## src/pa_agc_map.svh

```systemverilog
`ifndef PA_AGC_MAP_SVH
`define PA_AGC_MAP_SVH

// Register offsets (10-bit register address)
`define PA_AGC_OFS_AMP_RAMP_RATE 10'h3a7
`define PA_AGC_OFS_AMP_BIAS_TRIM 10'h3a8
`define PA_AGC_OFS_EXT_AMP_BIAS_LEVEL 10'h3a9
`define PA_AGC_OFS_AMP_POWER_EXT_CONFIG 10'h3aa
`define PA_AGC_OFS_CONVERTER_READBACK 10'h3ae
`define PA_AGC_OFS_GAIN_LNA_SWITCHING 10'h3b2
`define PA_AGC_OFS_GAIN_SATURATION_LIMIT 10'h3b4
`define PA_AGC_OFS_GAIN_UPPER_THRESHOLD 10'h3b6
`define PA_AGC_OFS_GAIN_TARGET_LEVEL 10'h3b7
`define PA_AGC_OFS_GAIN_LOWER_THRESHOLD 10'h3b8
`define PA_AGC_OFS_STRENGTH_OFFSET_AVERAGING 10'h3b9
`define PA_AGC_OFS_GAIN_POSTFILTER_TIMING 10'h3ba

// Whole-byte reset values, reserved fields included
`define PA_AGC_RST_AMP_RAMP_RATE 8'h07
`define PA_AGC_RST_AMP_BIAS_TRIM 8'h0d
`define PA_AGC_RST_EXT_AMP_BIAS_LEVEL 8'h00
`define PA_AGC_RST_AMP_POWER_EXT_CONFIG 8'hf1
`define PA_AGC_RST_GAIN_LNA_SWITCHING 8'h30
`define PA_AGC_RST_GAIN_SATURATION_LIMIT 8'h90
`define PA_AGC_RST_GAIN_UPPER_THRESHOLD 8'h2e
`define PA_AGC_RST_GAIN_TARGET_LEVEL 8'h23
`define PA_AGC_RST_GAIN_LOWER_THRESHOLD 8'h18
`define PA_AGC_RST_STRENGTH_OFFSET_AVERAGING 8'h13
`define PA_AGC_RST_GAIN_POSTFILTER_TIMING 8'h2d

// Field positions
`define PA_AGC_RAMP_CODE 2:0
`define PA_AGC_BRIDGE_TRIM 4:0
`define PA_AGC_EXT_BIAS 4:0
`define PA_AGC_OUT_LEVEL 7:4
`define PA_AGC_EXT_SRC 3
`define PA_AGC_EXT_MODE 2:0
`define PA_AGC_ADC_OUT 5:0
`define PA_AGC_LNA_HYST 6:5
`define PA_AGC_LNA_THRES 4:1
`define PA_AGC_FREEZE 0
`define PA_AGC_SAT_OFFS 5:3
`define PA_AGC_LEVEL7 6:0
`define PA_AGC_RSSI_OFFS 4:2
`define PA_AGC_RSSI_AVG 1:0
`define PA_AGC_PF_AVG 5:3
`define PA_AGC_PF_AVG_LNA 2:0

// Timing: ramp step unit and clock period, both in picoseconds
`define PA_AGC_RAMP_UNIT_PS 2400
`define PA_AGC_CLK_PERIOD_PS 100000

// Amplifier level minimum, bias DAC and servo figures (nA and uA), converter full scale
`define PA_AGC_LEVEL_MIN 4'h3
`define PA_AGC_DAC_BASE_NA 80000
`define PA_AGC_DAC_STEP_NA 2580
`define PA_AGC_SERVO_BASE_UA 22000
`define PA_AGC_SERVO_STEP_UA 349
`define PA_AGC_ADC_FULL_SCALE 6'h3f

`endif

```

## src/pa_agc_pkg.sv

```systemverilog
package pa_agc_pkg;

  // Ramp sequencer states, Gray along idle-up-hold-down
  typedef enum logic [1:0] {
    RAMP_IDLE = 2'b00,
    RAMP_UP = 2'b01,
    RAMP_HOLD = 2'b11,
    RAMP_DOWN = 2'b10
  } pa_agc_ramp_state_t;

  // What the external bias pin does
  typedef enum logic [2:0] {
    BIAS_FLOAT = 3'h0,
    BIAS_SOURCE = 3'h1,
    BIAS_SINK = 3'h2,
    BIAS_SERVO_POS = 3'h3,
    BIAS_SERVO_NEG = 3'h4
  } pa_agc_bias_drive_t;

endpackage : pa_agc_pkg

```

## src/pa_agc_if.sv

```systemverilog
`timescale 1ns/10ps
// Carries configuration from the register bank to the amplifier helpers
interface pa_agc_if;
  logic [2:0] ramp_code;
  logic [3:0] target_level;
  logic tx_on;
  logic [3:0] pa_level;
  logic pa_on;
  logic ramp_busy;
  logic [4:0] ext_bias;
  logic [2:0] ext_mode;
  logic ext_src;
  logic supply_on;
  pa_agc_pkg::pa_agc_bias_drive_t bias_drive;
  logic [16:0] dac_na;
  logic [14:0] servo_ua;
  logic ref_bandgap;

  modport bank (output ramp_code, target_level, tx_on, ext_bias, ext_mode, ext_src,
    input pa_level, pa_on, ramp_busy, supply_on, bias_drive, dac_na, servo_ua, ref_bandgap);
  modport ramp (input ramp_code, target_level, tx_on, output pa_level, pa_on, ramp_busy);
  modport ext (input ext_bias, ext_mode, ext_src,
    output supply_on, bias_drive, dac_na, servo_ua, ref_bandgap);
endinterface : pa_agc_if

```

## src/pa_agc_ramp.sv

```systemverilog
`timescale 1ns/10ps
`include "pa_agc_map.svh"
// Steps the amplifier level between minimum and the programmed level
module pa_agc_ramp (
  input wire logic mclk_i,
  input wire logic nrst_i,
  pa_agc_if.ramp cfg
);

  // Hold time of one step in cycles, rounded up, never below one
  function automatic logic [7:0] pa_agc_step_cycles(input logic [2:0] code);
    int unsigned ps;
    int unsigned cyc;
    ps = `PA_AGC_RAMP_UNIT_PS << code;
    cyc = (ps + `PA_AGC_CLK_PERIOD_PS - 1) / `PA_AGC_CLK_PERIOD_PS;
    if (cyc == 0) cyc = 1;
    return cyc[7:0];
  endfunction : pa_agc_step_cycles

  pa_agc_pkg::pa_agc_ramp_state_t state_reg, state_next;
  logic [7:0] cnt_reg;
  logic [3:0] level_reg;
  wire [3:0] goal = (cfg.target_level < `PA_AGC_LEVEL_MIN) ? `PA_AGC_LEVEL_MIN
                                                         : cfg.target_level;
  wire step = (cnt_reg == 8'h01); // see RULE1
  wire at_goal = (level_reg == goal);
  wire at_min = (level_reg == `PA_AGC_LEVEL_MIN);
  // Next level, one code per step interval; the output follows it so the first step
  // is held exactly as long as every later one
  wire [3:0] level_next = (state_reg == pa_agc_pkg::RAMP_IDLE) ? `PA_AGC_LEVEL_MIN
    : (step && state_reg == pa_agc_pkg::RAMP_UP && level_reg < goal) ? level_reg + 4'h1
    : (step && state_reg == pa_agc_pkg::RAMP_DOWN && !at_min) ? level_reg - 4'h1
    : level_reg; // see RULE3

  // Next state; a live level change re-enters the up/down stepping
  always_comb begin
    state_next = state_reg;
    case (state_reg)
      pa_agc_pkg::RAMP_IDLE: if (cfg.tx_on) state_next = pa_agc_pkg::RAMP_UP;
      pa_agc_pkg::RAMP_UP: begin
        if (!cfg.tx_on) state_next = pa_agc_pkg::RAMP_DOWN;
        else if (at_goal) state_next = pa_agc_pkg::RAMP_HOLD;
      end
      pa_agc_pkg::RAMP_HOLD: begin
        if (!cfg.tx_on || level_reg > goal) state_next = pa_agc_pkg::RAMP_DOWN;
        else if (level_reg < goal) state_next = pa_agc_pkg::RAMP_UP;
      end
      pa_agc_pkg::RAMP_DOWN: begin
        if (cfg.tx_on && level_reg <= goal) state_next = pa_agc_pkg::RAMP_UP;
        else if (!cfg.tx_on && at_min && step) state_next = pa_agc_pkg::RAMP_IDLE;
      end
      default: state_next = pa_agc_pkg::RAMP_IDLE;
    endcase
  end

  // Step counter reloads from the live code, so a rate change applies from the next step
  always_ff @(posedge mclk_i or negedge nrst_i) begin
    if (!nrst_i) begin
      cnt_reg <= 8'h01;
    end else if (state_reg == pa_agc_pkg::RAMP_IDLE || step) begin
      cnt_reg <= pa_agc_step_cycles(cfg.ramp_code); // see RULE1
    end else begin
      cnt_reg <= cnt_reg - 8'h01;
    end
  end

  // State and level registers
  always_ff @(posedge mclk_i or negedge nrst_i) begin
    if (!nrst_i) begin
      state_reg <= pa_agc_pkg::RAMP_IDLE;
      level_reg <= `PA_AGC_LEVEL_MIN;
    end else begin
      state_reg <= state_next;
      level_reg <= level_next;
    end
  end

  // Outputs registered for the top level
  always_ff @(posedge mclk_i or negedge nrst_i) begin
    if (!nrst_i) begin
      cfg.pa_level <= 4'h0;
      cfg.pa_on <= 1'b0;
      cfg.ramp_busy <= 1'b0;
    end else begin
      cfg.pa_level <= (state_next == pa_agc_pkg::RAMP_IDLE) ? 4'h0 : level_next; // see RULE1
      cfg.pa_on <= (state_next != pa_agc_pkg::RAMP_IDLE);
      cfg.ramp_busy <= (state_next == pa_agc_pkg::RAMP_UP)
                    || (state_next == pa_agc_pkg::RAMP_DOWN);
    end
  end

endmodule : pa_agc_ramp

```

## src/pa_agc_extamp.sv

```systemverilog
`timescale 1ns/10ps
`include "pa_agc_map.svh"
// Decodes the external amplifier pin mode and bias code
module pa_agc_extamp (
  input wire logic mclk_i,
  input wire logic nrst_i,
  pa_agc_if.ext cfg
);

  // Supply pin is off only in the two supply-off modes
  wire supply = !(cfg.ext_mode == 3'h3 || cfg.ext_mode == 3'h4); // see RULE5
  pa_agc_pkg::pa_agc_bias_drive_t drive;
  wire [16:0] dac = 17'(`PA_AGC_DAC_BASE_NA - `PA_AGC_DAC_STEP_NA * cfg.ext_bias);
  wire [14:0] servo = 15'(`PA_AGC_SERVO_BASE_UA - `PA_AGC_SERVO_STEP_UA * cfg.ext_bias);
  wire dac_mode = (cfg.ext_mode >= 3'h1) && (cfg.ext_mode <= 3'h4);
  wire servo_mode = (cfg.ext_mode == 3'h5) || (cfg.ext_mode == 3'h6);

  // Reserved code 7 falls back to the harmless floating pin
  always_comb begin
    case (cfg.ext_mode) // see RULE5
      3'h1, 3'h3: drive = pa_agc_pkg::BIAS_SOURCE;
      3'h2, 3'h4: drive = pa_agc_pkg::BIAS_SINK;
      3'h5: drive = pa_agc_pkg::BIAS_SERVO_POS;
      3'h6: drive = pa_agc_pkg::BIAS_SERVO_NEG;
      default: drive = pa_agc_pkg::BIAS_FLOAT;
    endcase
  end

  // Only the figure that the mode uses is nonzero
  always_ff @(posedge mclk_i or negedge nrst_i) begin
    if (!nrst_i) begin
      cfg.supply_on <= 1'b0;
      cfg.bias_drive <= pa_agc_pkg::BIAS_FLOAT;
      cfg.dac_na <= 17'h0;
      cfg.servo_ua <= 15'h0;
      cfg.ref_bandgap <= 1'b0;
    end else begin
      cfg.supply_on <= supply;
      cfg.bias_drive <= drive;
      cfg.dac_na <= dac_mode ? dac : 17'h0; // see RULE6
      cfg.servo_ua <= servo_mode ? servo : 15'h0; // see RULE6
      cfg.ref_bandgap <= cfg.ext_src; // see RULE4
    end
  end

endmodule : pa_agc_extamp

```

## src/pa_agc_config_regs.sv

```systemverilog
`timescale 1ns/10ps
`include "pa_agc_map.svh"
// Behaviour
// RULE1: Step hold is 2^code times 2.4 ns; reset 7 (code rounds up to whole 100 ns clock cycles, at least one)
// RULE2: Software sets bridge trim 21 for full power
// RULE3: Output level 3 min, 15 max, 2 dB
// RULE4: Reference select: 0 resistor, 1 bandgap current
// RULE5: Pin mode codes drive supply and bias pins
// RULE6: Bias code lowers DAC or servo set point
// RULE7: Freeze bit holds gain; 0 lets it run
// RULE8: PGA steps before first LNA step, reset 8
// RULE9: LNA transition hysteresis in PGA steps, reset 1
// RULE10: Slewing above full scale minus offset, reset 2
// RULE11: Upper strength trigger, reset 46
// RULE12: Strength target, reset 35
// RULE13: Lower strength trigger, reset 24
// RULE14: Strength readback adds offset, reset 4
// RULE15: Strength averaging time field, reset 3
// RULE16: Postfilter averaging time, reset 5
// RULE17: Postfilter averaging during LNA transitions, reset 5
// RULE18: Software writes reserved bits with reset values
// RULE19: Converter result read-only, upper bits ignored
// RULE20: Fields hold last write; logic uses them directly
module pa_agc_config_regs (
  input wire logic mclk_i,
  input wire logic nrst_i,
  input wire logic reg_wr_i,
  input wire logic reg_rd_i,
  input wire logic [9:0] reg_addr_i,
  input wire logic [7:0] reg_wdata_i,
  output logic [7:0] reg_rdata_o,
  output logic reg_rvalid_o,
  input wire logic tx_on_i,
  input wire logic [5:0] adc_sample_i,
  input wire logic [7:0] rssi_raw_i,
  output logic [3:0] pa_level_o,
  output logic pa_on_o,
  output logic pa_ramp_busy_o,
  output logic [4:0] amp_bridge_bias_trim_o,
  output logic ext_amp_supply_pin_o,
  output logic [2:0] ext_amp_bias_pin_o,
  output logic [16:0] ext_amp_dac_na_o,
  output logic [14:0] ext_amp_servo_ua_o,
  output logic ext_amp_ref_bandgap_o,
  output logic gain_freeze_o,
  output logic [3:0] gain_lna_thres_o,
  output logic [1:0] gain_lna_hyst_o,
  output logic gain_slewing_o,
  output logic [6:0] gain_upper_trigger_o,
  output logic [6:0] gain_target_o,
  output logic [6:0] gain_lower_trigger_o,
  output logic [7:0] rssi_readback_o,
  output logic [1:0] rssi_avg_time_o,
  output logic [2:0] gain_postfilter_average_o,
  output logic [2:0] gain_postfilter_average_lna_o
);

  localparam int NREG = 11;

  // Register indices into the storage array
  localparam logic [3:0] IX_RAMP = 4'h0;
  localparam logic [3:0] IX_TRIM = 4'h1;
  localparam logic [3:0] IX_EXTB = 4'h2;
  localparam logic [3:0] IX_MSC = 4'h3;
  localparam logic [3:0] IX_LNA = 4'h4;
  localparam logic [3:0] IX_SAT = 4'h5;
  localparam logic [3:0] IX_HI = 4'h6;
  localparam logic [3:0] IX_TGT = 4'h7;
  localparam logic [3:0] IX_LO = 4'h8;
  localparam logic [3:0] IX_RSSI = 4'h9;
  localparam logic [3:0] IX_PF = 4'ha;
  localparam logic [3:0] IX_NONE = 4'hf;

  // Address to storage index; unmapped and read-only give IX_NONE
  function automatic logic [3:0] pa_agc_index(input logic [9:0] a);
    case (a)
      `PA_AGC_OFS_AMP_RAMP_RATE: return IX_RAMP;
      `PA_AGC_OFS_AMP_BIAS_TRIM: return IX_TRIM;
      `PA_AGC_OFS_EXT_AMP_BIAS_LEVEL: return IX_EXTB;
      `PA_AGC_OFS_AMP_POWER_EXT_CONFIG: return IX_MSC;
      `PA_AGC_OFS_GAIN_LNA_SWITCHING: return IX_LNA;
      `PA_AGC_OFS_GAIN_SATURATION_LIMIT: return IX_SAT;
      `PA_AGC_OFS_GAIN_UPPER_THRESHOLD: return IX_HI;
      `PA_AGC_OFS_GAIN_TARGET_LEVEL: return IX_TGT;
      `PA_AGC_OFS_GAIN_LOWER_THRESHOLD: return IX_LO;
      `PA_AGC_OFS_STRENGTH_OFFSET_AVERAGING: return IX_RSSI;
      `PA_AGC_OFS_GAIN_POSTFILTER_TIMING: return IX_PF;
      default: return IX_NONE;
    endcase
  endfunction : pa_agc_index

  // Reset byte of each storage slot
  function automatic logic [7:0] pa_agc_rst(input logic [3:0] ix);
    case (ix)
      IX_RAMP: return `PA_AGC_RST_AMP_RAMP_RATE;
      IX_TRIM: return `PA_AGC_RST_AMP_BIAS_TRIM;
      IX_EXTB: return `PA_AGC_RST_EXT_AMP_BIAS_LEVEL;
      IX_MSC: return `PA_AGC_RST_AMP_POWER_EXT_CONFIG;
      IX_LNA: return `PA_AGC_RST_GAIN_LNA_SWITCHING;
      IX_SAT: return `PA_AGC_RST_GAIN_SATURATION_LIMIT;
      IX_HI: return `PA_AGC_RST_GAIN_UPPER_THRESHOLD;
      IX_TGT: return `PA_AGC_RST_GAIN_TARGET_LEVEL;
      IX_LO: return `PA_AGC_RST_GAIN_LOWER_THRESHOLD;
      IX_RSSI: return `PA_AGC_RST_STRENGTH_OFFSET_AVERAGING;
      IX_PF: return `PA_AGC_RST_GAIN_POSTFILTER_TIMING;
      default: return 8'h00;
    endcase
  endfunction : pa_agc_rst

  logic [7:0] regs_reg [NREG];
  logic [5:0] adc_reg;

  // Decode of the current access
  wire [3:0] wr_ix = pa_agc_index(reg_addr_i);
  wire wr_hit = reg_wr_i && (wr_ix != IX_NONE);
  wire is_adc = (reg_addr_i == `PA_AGC_OFS_CONVERTER_READBACK);
  wire [7:0] rd_mux = is_adc ? {2'b00, adc_reg} // see RULE19
                    : (wr_ix != IX_NONE) ? regs_reg[wr_ix] : 8'h00;

  // Named fields, used without further qualification
  wire [7:0] r_msc = regs_reg[IX_MSC];
  wire [7:0] r_lna = regs_reg[IX_LNA];
  wire [7:0] r_rssi = regs_reg[IX_RSSI];
  wire [7:0] r_pf = regs_reg[IX_PF];
  wire [5:0] sat_limit = 6'(`PA_AGC_ADC_FULL_SCALE - regs_reg[IX_SAT][`PA_AGC_SAT_OFFS]);
  wire [7:0] rssi_sum = 8'(rssi_raw_i + {5'h00, r_rssi[`PA_AGC_RSSI_OFFS]}); // see RULE14

  // Writable storage; reserved bits are stored as written
  always_ff @(posedge mclk_i or negedge nrst_i) begin
    if (!nrst_i) begin
      for (int i = 0; i < NREG; i++) begin
        regs_reg[i] <= pa_agc_rst(4'(i));
      end
    end else if (wr_hit) begin
      regs_reg[wr_ix] <= reg_wdata_i; // see RULE20
    end
  end

  // Converter result is sampled each cycle; writes to it are ignored
  always_ff @(posedge mclk_i or negedge nrst_i) begin
    if (!nrst_i) begin
      adc_reg <= 6'h00;
    end else begin
      adc_reg <= adc_sample_i; // see RULE19
    end
  end

  // Read data one cycle after the strobe; unmapped reads return zero
  always_ff @(posedge mclk_i or negedge nrst_i) begin
    if (!nrst_i) begin
      reg_rdata_o <= 8'h00;
      reg_rvalid_o <= 1'b0;
    end else begin
      reg_rdata_o <= reg_rd_i ? rd_mux : 8'h00;
      reg_rvalid_o <= reg_rd_i;
    end
  end

  pa_agc_if amp_if ();

  // Configuration handed to the amplifier helpers
  assign amp_if.ramp_code = regs_reg[IX_RAMP][`PA_AGC_RAMP_CODE]; // see RULE1
  assign amp_if.target_level = r_msc[`PA_AGC_OUT_LEVEL]; // see RULE3
  assign amp_if.tx_on = tx_on_i;
  assign amp_if.ext_bias = regs_reg[IX_EXTB][`PA_AGC_EXT_BIAS]; // see RULE6
  assign amp_if.ext_mode = r_msc[`PA_AGC_EXT_MODE]; // see RULE5
  assign amp_if.ext_src = r_msc[`PA_AGC_EXT_SRC]; // see RULE4

  pa_agc_ramp u_ramp (
    .mclk_i(mclk_i),
    .nrst_i(nrst_i),
    .cfg(amp_if.ramp)
  );

  pa_agc_extamp u_extamp (
    .mclk_i(mclk_i),
    .nrst_i(nrst_i),
    .cfg(amp_if.ext)
  );

  // Helper results are already registered; pass them straight out
  assign pa_level_o = amp_if.pa_level;
  assign pa_on_o = amp_if.pa_on;
  assign pa_ramp_busy_o = amp_if.ramp_busy;
  assign ext_amp_supply_pin_o = amp_if.supply_on;
  assign ext_amp_bias_pin_o = amp_if.bias_drive;
  assign ext_amp_dac_na_o = amp_if.dac_na;
  assign ext_amp_servo_ua_o = amp_if.servo_ua;
  assign ext_amp_ref_bandgap_o = amp_if.ref_bandgap;

  // Bridge trim and gain-loop settings registered once more so a write lands together
  always_ff @(posedge mclk_i or negedge nrst_i) begin
    if (!nrst_i) begin
      amp_bridge_bias_trim_o <= 5'h00;
      gain_freeze_o <= 1'b0;
      gain_lna_thres_o <= 4'h0;
      gain_lna_hyst_o <= 2'h0;
      gain_upper_trigger_o <= 7'h00;
      gain_target_o <= 7'h00;
      gain_lower_trigger_o <= 7'h00;
      rssi_avg_time_o <= 2'h0;
      gain_postfilter_average_o <= 3'h0;
      gain_postfilter_average_lna_o <= 3'h0;
    end else begin
      amp_bridge_bias_trim_o <= regs_reg[IX_TRIM][`PA_AGC_BRIDGE_TRIM];
      gain_freeze_o <= r_lna[`PA_AGC_FREEZE]; // see RULE7
      gain_lna_thres_o <= r_lna[`PA_AGC_LNA_THRES]; // see RULE8
      gain_lna_hyst_o <= r_lna[`PA_AGC_LNA_HYST]; // see RULE9
      gain_upper_trigger_o <= regs_reg[IX_HI][`PA_AGC_LEVEL7]; // see RULE11
      gain_target_o <= regs_reg[IX_TGT][`PA_AGC_LEVEL7]; // see RULE12
      gain_lower_trigger_o <= regs_reg[IX_LO][`PA_AGC_LEVEL7]; // see RULE13
      rssi_avg_time_o <= r_rssi[`PA_AGC_RSSI_AVG]; // see RULE15
      gain_postfilter_average_o <= r_pf[`PA_AGC_PF_AVG]; // see RULE16
      gain_postfilter_average_lna_o <= r_pf[`PA_AGC_PF_AVG_LNA]; // see RULE17
    end
  end

  // Saturation and strength readback follow the live samples
  always_ff @(posedge mclk_i or negedge nrst_i) begin
    if (!nrst_i) begin
      gain_slewing_o <= 1'b0;
      rssi_readback_o <= 8'h00;
    end else begin
      gain_slewing_o <= (adc_sample_i > sat_limit); // see RULE10
      rssi_readback_o <= rssi_sum; // see RULE14
    end
  end

endmodule : pa_agc_config_regs

```

## config.mk

```make
export PLATFORM = sky130hd
export DESIGN_NAME = pa_agc_config_regs
export DESIGN_NICKNAME = d
export VERILOG_FILES = /design/src/pa_agc_pkg.sv /design/src/pa_agc_if.sv /design/src/pa_agc_ramp.sv /design/src/pa_agc_extamp.sv /design/src/pa_agc_config_regs.sv
export VERILOG_INCLUDE_DIRS = /design/src
export SDC_FILE = /design/constraint.sdc
export NUM_CORES = 1
export LEC_CHECK = 0
export ABC_AREA = 1
export BUFFER_PORTS_ARGS = -buffer_cell sky130_fd_sc_hd__buf_4
export CORE_ASPECT_RATIO = 1.5
export CORE_MARGIN = 1
export CORE_UTILIZATION = 50
export DETAILED_ROUTE_END_ITERATION = 8
export HOLD_SLACK_MARGIN = 0.05
export PLACE_DENSITY = 0.7
export RECOVER_POWER = 100
export SLEW_MARGIN = 0
export SYNTH_ARGS = -nofsm -noshare
export SYNTH_HDL_FRONTEND = slang
export SYNTH_SLANG_ARGS = --single-unit
```

## constraint.sdc

```tcl
create_clock -name mclk_i -period 4.47 [get_ports mclk_i]
set_input_delay 0.894 -clock mclk_i [delete_from_list [all_inputs] [get_ports mclk_i]]
set_output_delay 0.894 -clock mclk_i [all_outputs]
set_load 0.01 [all_outputs]
```

==> flow_summary.json <==
{
  "synth_top_family_by_area": "simple AND/OR/NAND/NOR gates",
  "fmax_mhz": 238,
  "rrSetupSlack_ns": 0.27,
  "finalNonFillerCells": 1760,
  "cts_max_path_buffers": 3,
  "hpwl_um": 20000,
  "ys_warn_count": 0,
  "grt-ovfl-total": 0,
  "drive_above_1_share_pct": 11.1,
  "dieArea_sq_mm": 0.0231,
  "vias_per_cell": 5.23,
  "fp.dieH_um": 186,
  "synthSimpleGateAreaFrac_pct": 22.9,
  "status": "finished with violations",
  "hp-class": "reg -> reg",
  "synthMuxAreaShare_pct": 0,
  "worstPathRequired_ns": 4.91,
  "cts.sinks": 208,
  "p_leak_nw": 6.31,
  "fin_crit_sh_pct": 93.9,
  "yosys.area_share.adder_pct": 9.03,
  "slew_violations": 127,
  "cts_tree": "built",
  "grt_use_total_pct": 23.4,
  "synth_cells": 1324,
  "slowest_delay_ns": 0.59,
  "syn_to_final_growth_pct": 14.9,
  "p_per_area_mw_per_mm2": 316,
  "worst_pin_slew_ns": 2.73,
  "synthTopCellsByArea": "dfrtp_1 39%, nand2_1 10%, dfstp_2 8.0%, ha_1 7.2%, o21ai_0 6.0%",
  "skew_ns": 0.00460,
  "synth_top_area_cell": "dfrtp_1",
  "yosysTopAreaCellShare_pct": 38.8,
  "critPathArrivalTime_ns": 4.63,
  "synth_cell_types": 58,
  "hold_buffers": 0,
  "clock_latency_ns": 0.50,
  "synth.most_common_cell": "nand2_1",
  "layout.nets": 1585,
  "worstPathMaxFanout": 8,
  "syn-mean-instance-area_sq_um": 8.48,
  "syn_area_sq_mm": 0.0112,
  "hold_viol_final": 0,
  "ant_nets": 0,
  "cts-root-buf": "clkbuf_16",
  "htreeDepth": 1,
  "grt_pass1_wl_um": 43700,
  "largest_register_ffs": 48,
  "holdWs_ns": 0.403,
  "ir_worst_vdd_v": 0.000235,
  "ioPinCount": 139,
  "initial_core_util_pct": 51.3,
  "setup_viol": 0,
  "finalCriticalPeriod_ns": 4.20,
  "std_cell_rows": 66,
  "start_kind": "flip-flop",
  "drt_wl_total_um": 26800,
  "slew_headroom_pct": -81.9,
  "synth_common_cells": "300 x nand2_1, 178 x inv_1, 174 x dfrtp_1, 135 x o21ai_0, 103 x nor2_1",
  "drv_cap": 2,
  "critical_path_class": "reg -> reg",
  "clkTransAtPathRegs_ns": 0.06,
  "drc": 1,
  "drtIter0Drc": 480,
  "gp_congestion": 1.04,
  "antenna_found_initial": 0,
  "coreArea_sq_mm": 0.0219,
  "violations": "DRC, capacitance limit, slew limit",
  "async_reset_ff_share_pct": 100,
  "crit_path_frequent_cell": "nand2_1",
  "grt_max_degree": 111,
  "die_w_um": 124,
  "first_global_vias": 9028,
  "place.port_buffers": 136,
  "synth_flop_cell": "dfrtp_1",
  "synth_seq_area_share_pct": 46.7,
  "antennaDiodeCount": 0,
  "cts_made_buffers": 22,
  "synth-xor-area-share_pct": 2.03,
  "first_pass_iters": 8,
  "dp.cells": 1714,
  "crit_path_end_kind": "flip-flop",
  "ys_seq_elements": 208,
  "synth_enable_flop_cells": 0,
  "num_vias": 9196,
  "routedWlPerCell_um": 15.2,
  "cp_slowest_cell": "dfstp_2",
  "synth-compound-area-share_pct": 11.5
}
==> where the power goes <==
| group | switching [W] | internal, W |
|---|---|---|
| logic | 0.000196 | 0.000102 |
| clock network | 0.000720 | 0.00109 |
| registers | 0.0000303 | 0.00194 |
==> worst paths after layout <==
check / start / to / cells past startpoint
min in group asynchronous: nrst_i / rssi_readback_o[5]$_DFF_PN0_ / 1
max in group asynchronous: nrst_i / gain_target_o[4]$_DFF_PN0_ / 2
worst min register to register: regs_reg[30]$_DFFE_PN0P_ / gain_target_o[6]$_DFF_PN0_ / 0
worst max-delay path: amp_if.ramp_code[1]$_DFFE_PN1P_ / u_ramp.cnt_reg[0]$_DFF_PN1_ / 33
worst min-delay path: regs_reg[30]$_DFFE_PN0P_ / gain_target_o[6]$_DFF_PN0_ / 0
worst max register to register: amp_if.ramp_code[1]$_DFFE_PN1P_ / u_ramp.cnt_reg[0]$_DFF_PN1_ / 33
==> placed cells by master, fill, tap and decap left out, drive strengths merged, types with 34 or more instances in the layout <==
cell	instances
nor2	118
a21oi	37
nand2	332
clkbuf	152
nand3	57
buf	39
ha	65
inv	189
o21ai	141
dfstp	34
dfrtp	174
==> critical path: cells and delay by family (launching register included) <==
kind,cells,cell delay [ns]
AND/OR/NAND/NOR,24,2.32
adder cells (fa/ha/maj),3,0.73
buffers and inverters,5,0.37
flip-flops,1,0.59
AO/OA/AOI/OAI,1,0.11
==> kinds of logic after synthesis <==
logic type | Yosys count
flip-flops | 208
AO/OA/AOI/OAI | 227
XOR/XNOR | 26
AND/OR/NAND/NOR | 567
other | 1
buffers and inverters | 220
adder cells (fa/ha/maj) | 75
==> routing by layer <==
layer,global-route usage [%],part of all wire (%)
met5,0,0
met4,9.40,2.9
met3,3.22,4.7
met2,43.2,52
met1,27.4,40
==> through the flow <==
stage          power [W]  setup TNS (ns)  instance area [sq um]  setup WS, ns  utilization [%]
2_1_floorplan    0.00218               0                  11200         0.409                -
3_3_place_gp     0.00231               0                  12600         0.406             57.4
3_5_place_dp     0.00232               0                  12600         0.274             57.4
4_1_cts          0.00414               0                  13300         0.264             60.7
5_1_grt          0.00423         -0.0128                  12900       -0.0128             58.9
6_report         0.00407               0                  12900         0.273             58.9
==> cell type report <==
class / count / area [sq um]
Clock buffer: 36 / 674
Tap cell: 272 / 340
Sequential cell: 208 / 5250
Timing Repair Buffer: 155 / 758
Fill cell: 2019 / 8990
Clock inverter: 3 / 43.8
Multi-Input combinational cell: 897 / 5120
Inverter: 189 / 712
==> what timing repair did <==
item / 4_1_cts / 5_1_grt
setup buffers: 0 / 7
setup endpoints to repair: 0 / 2
gates resized for setup: 0 / 3
Note: power is estimated with default switching activity, not from simulation.
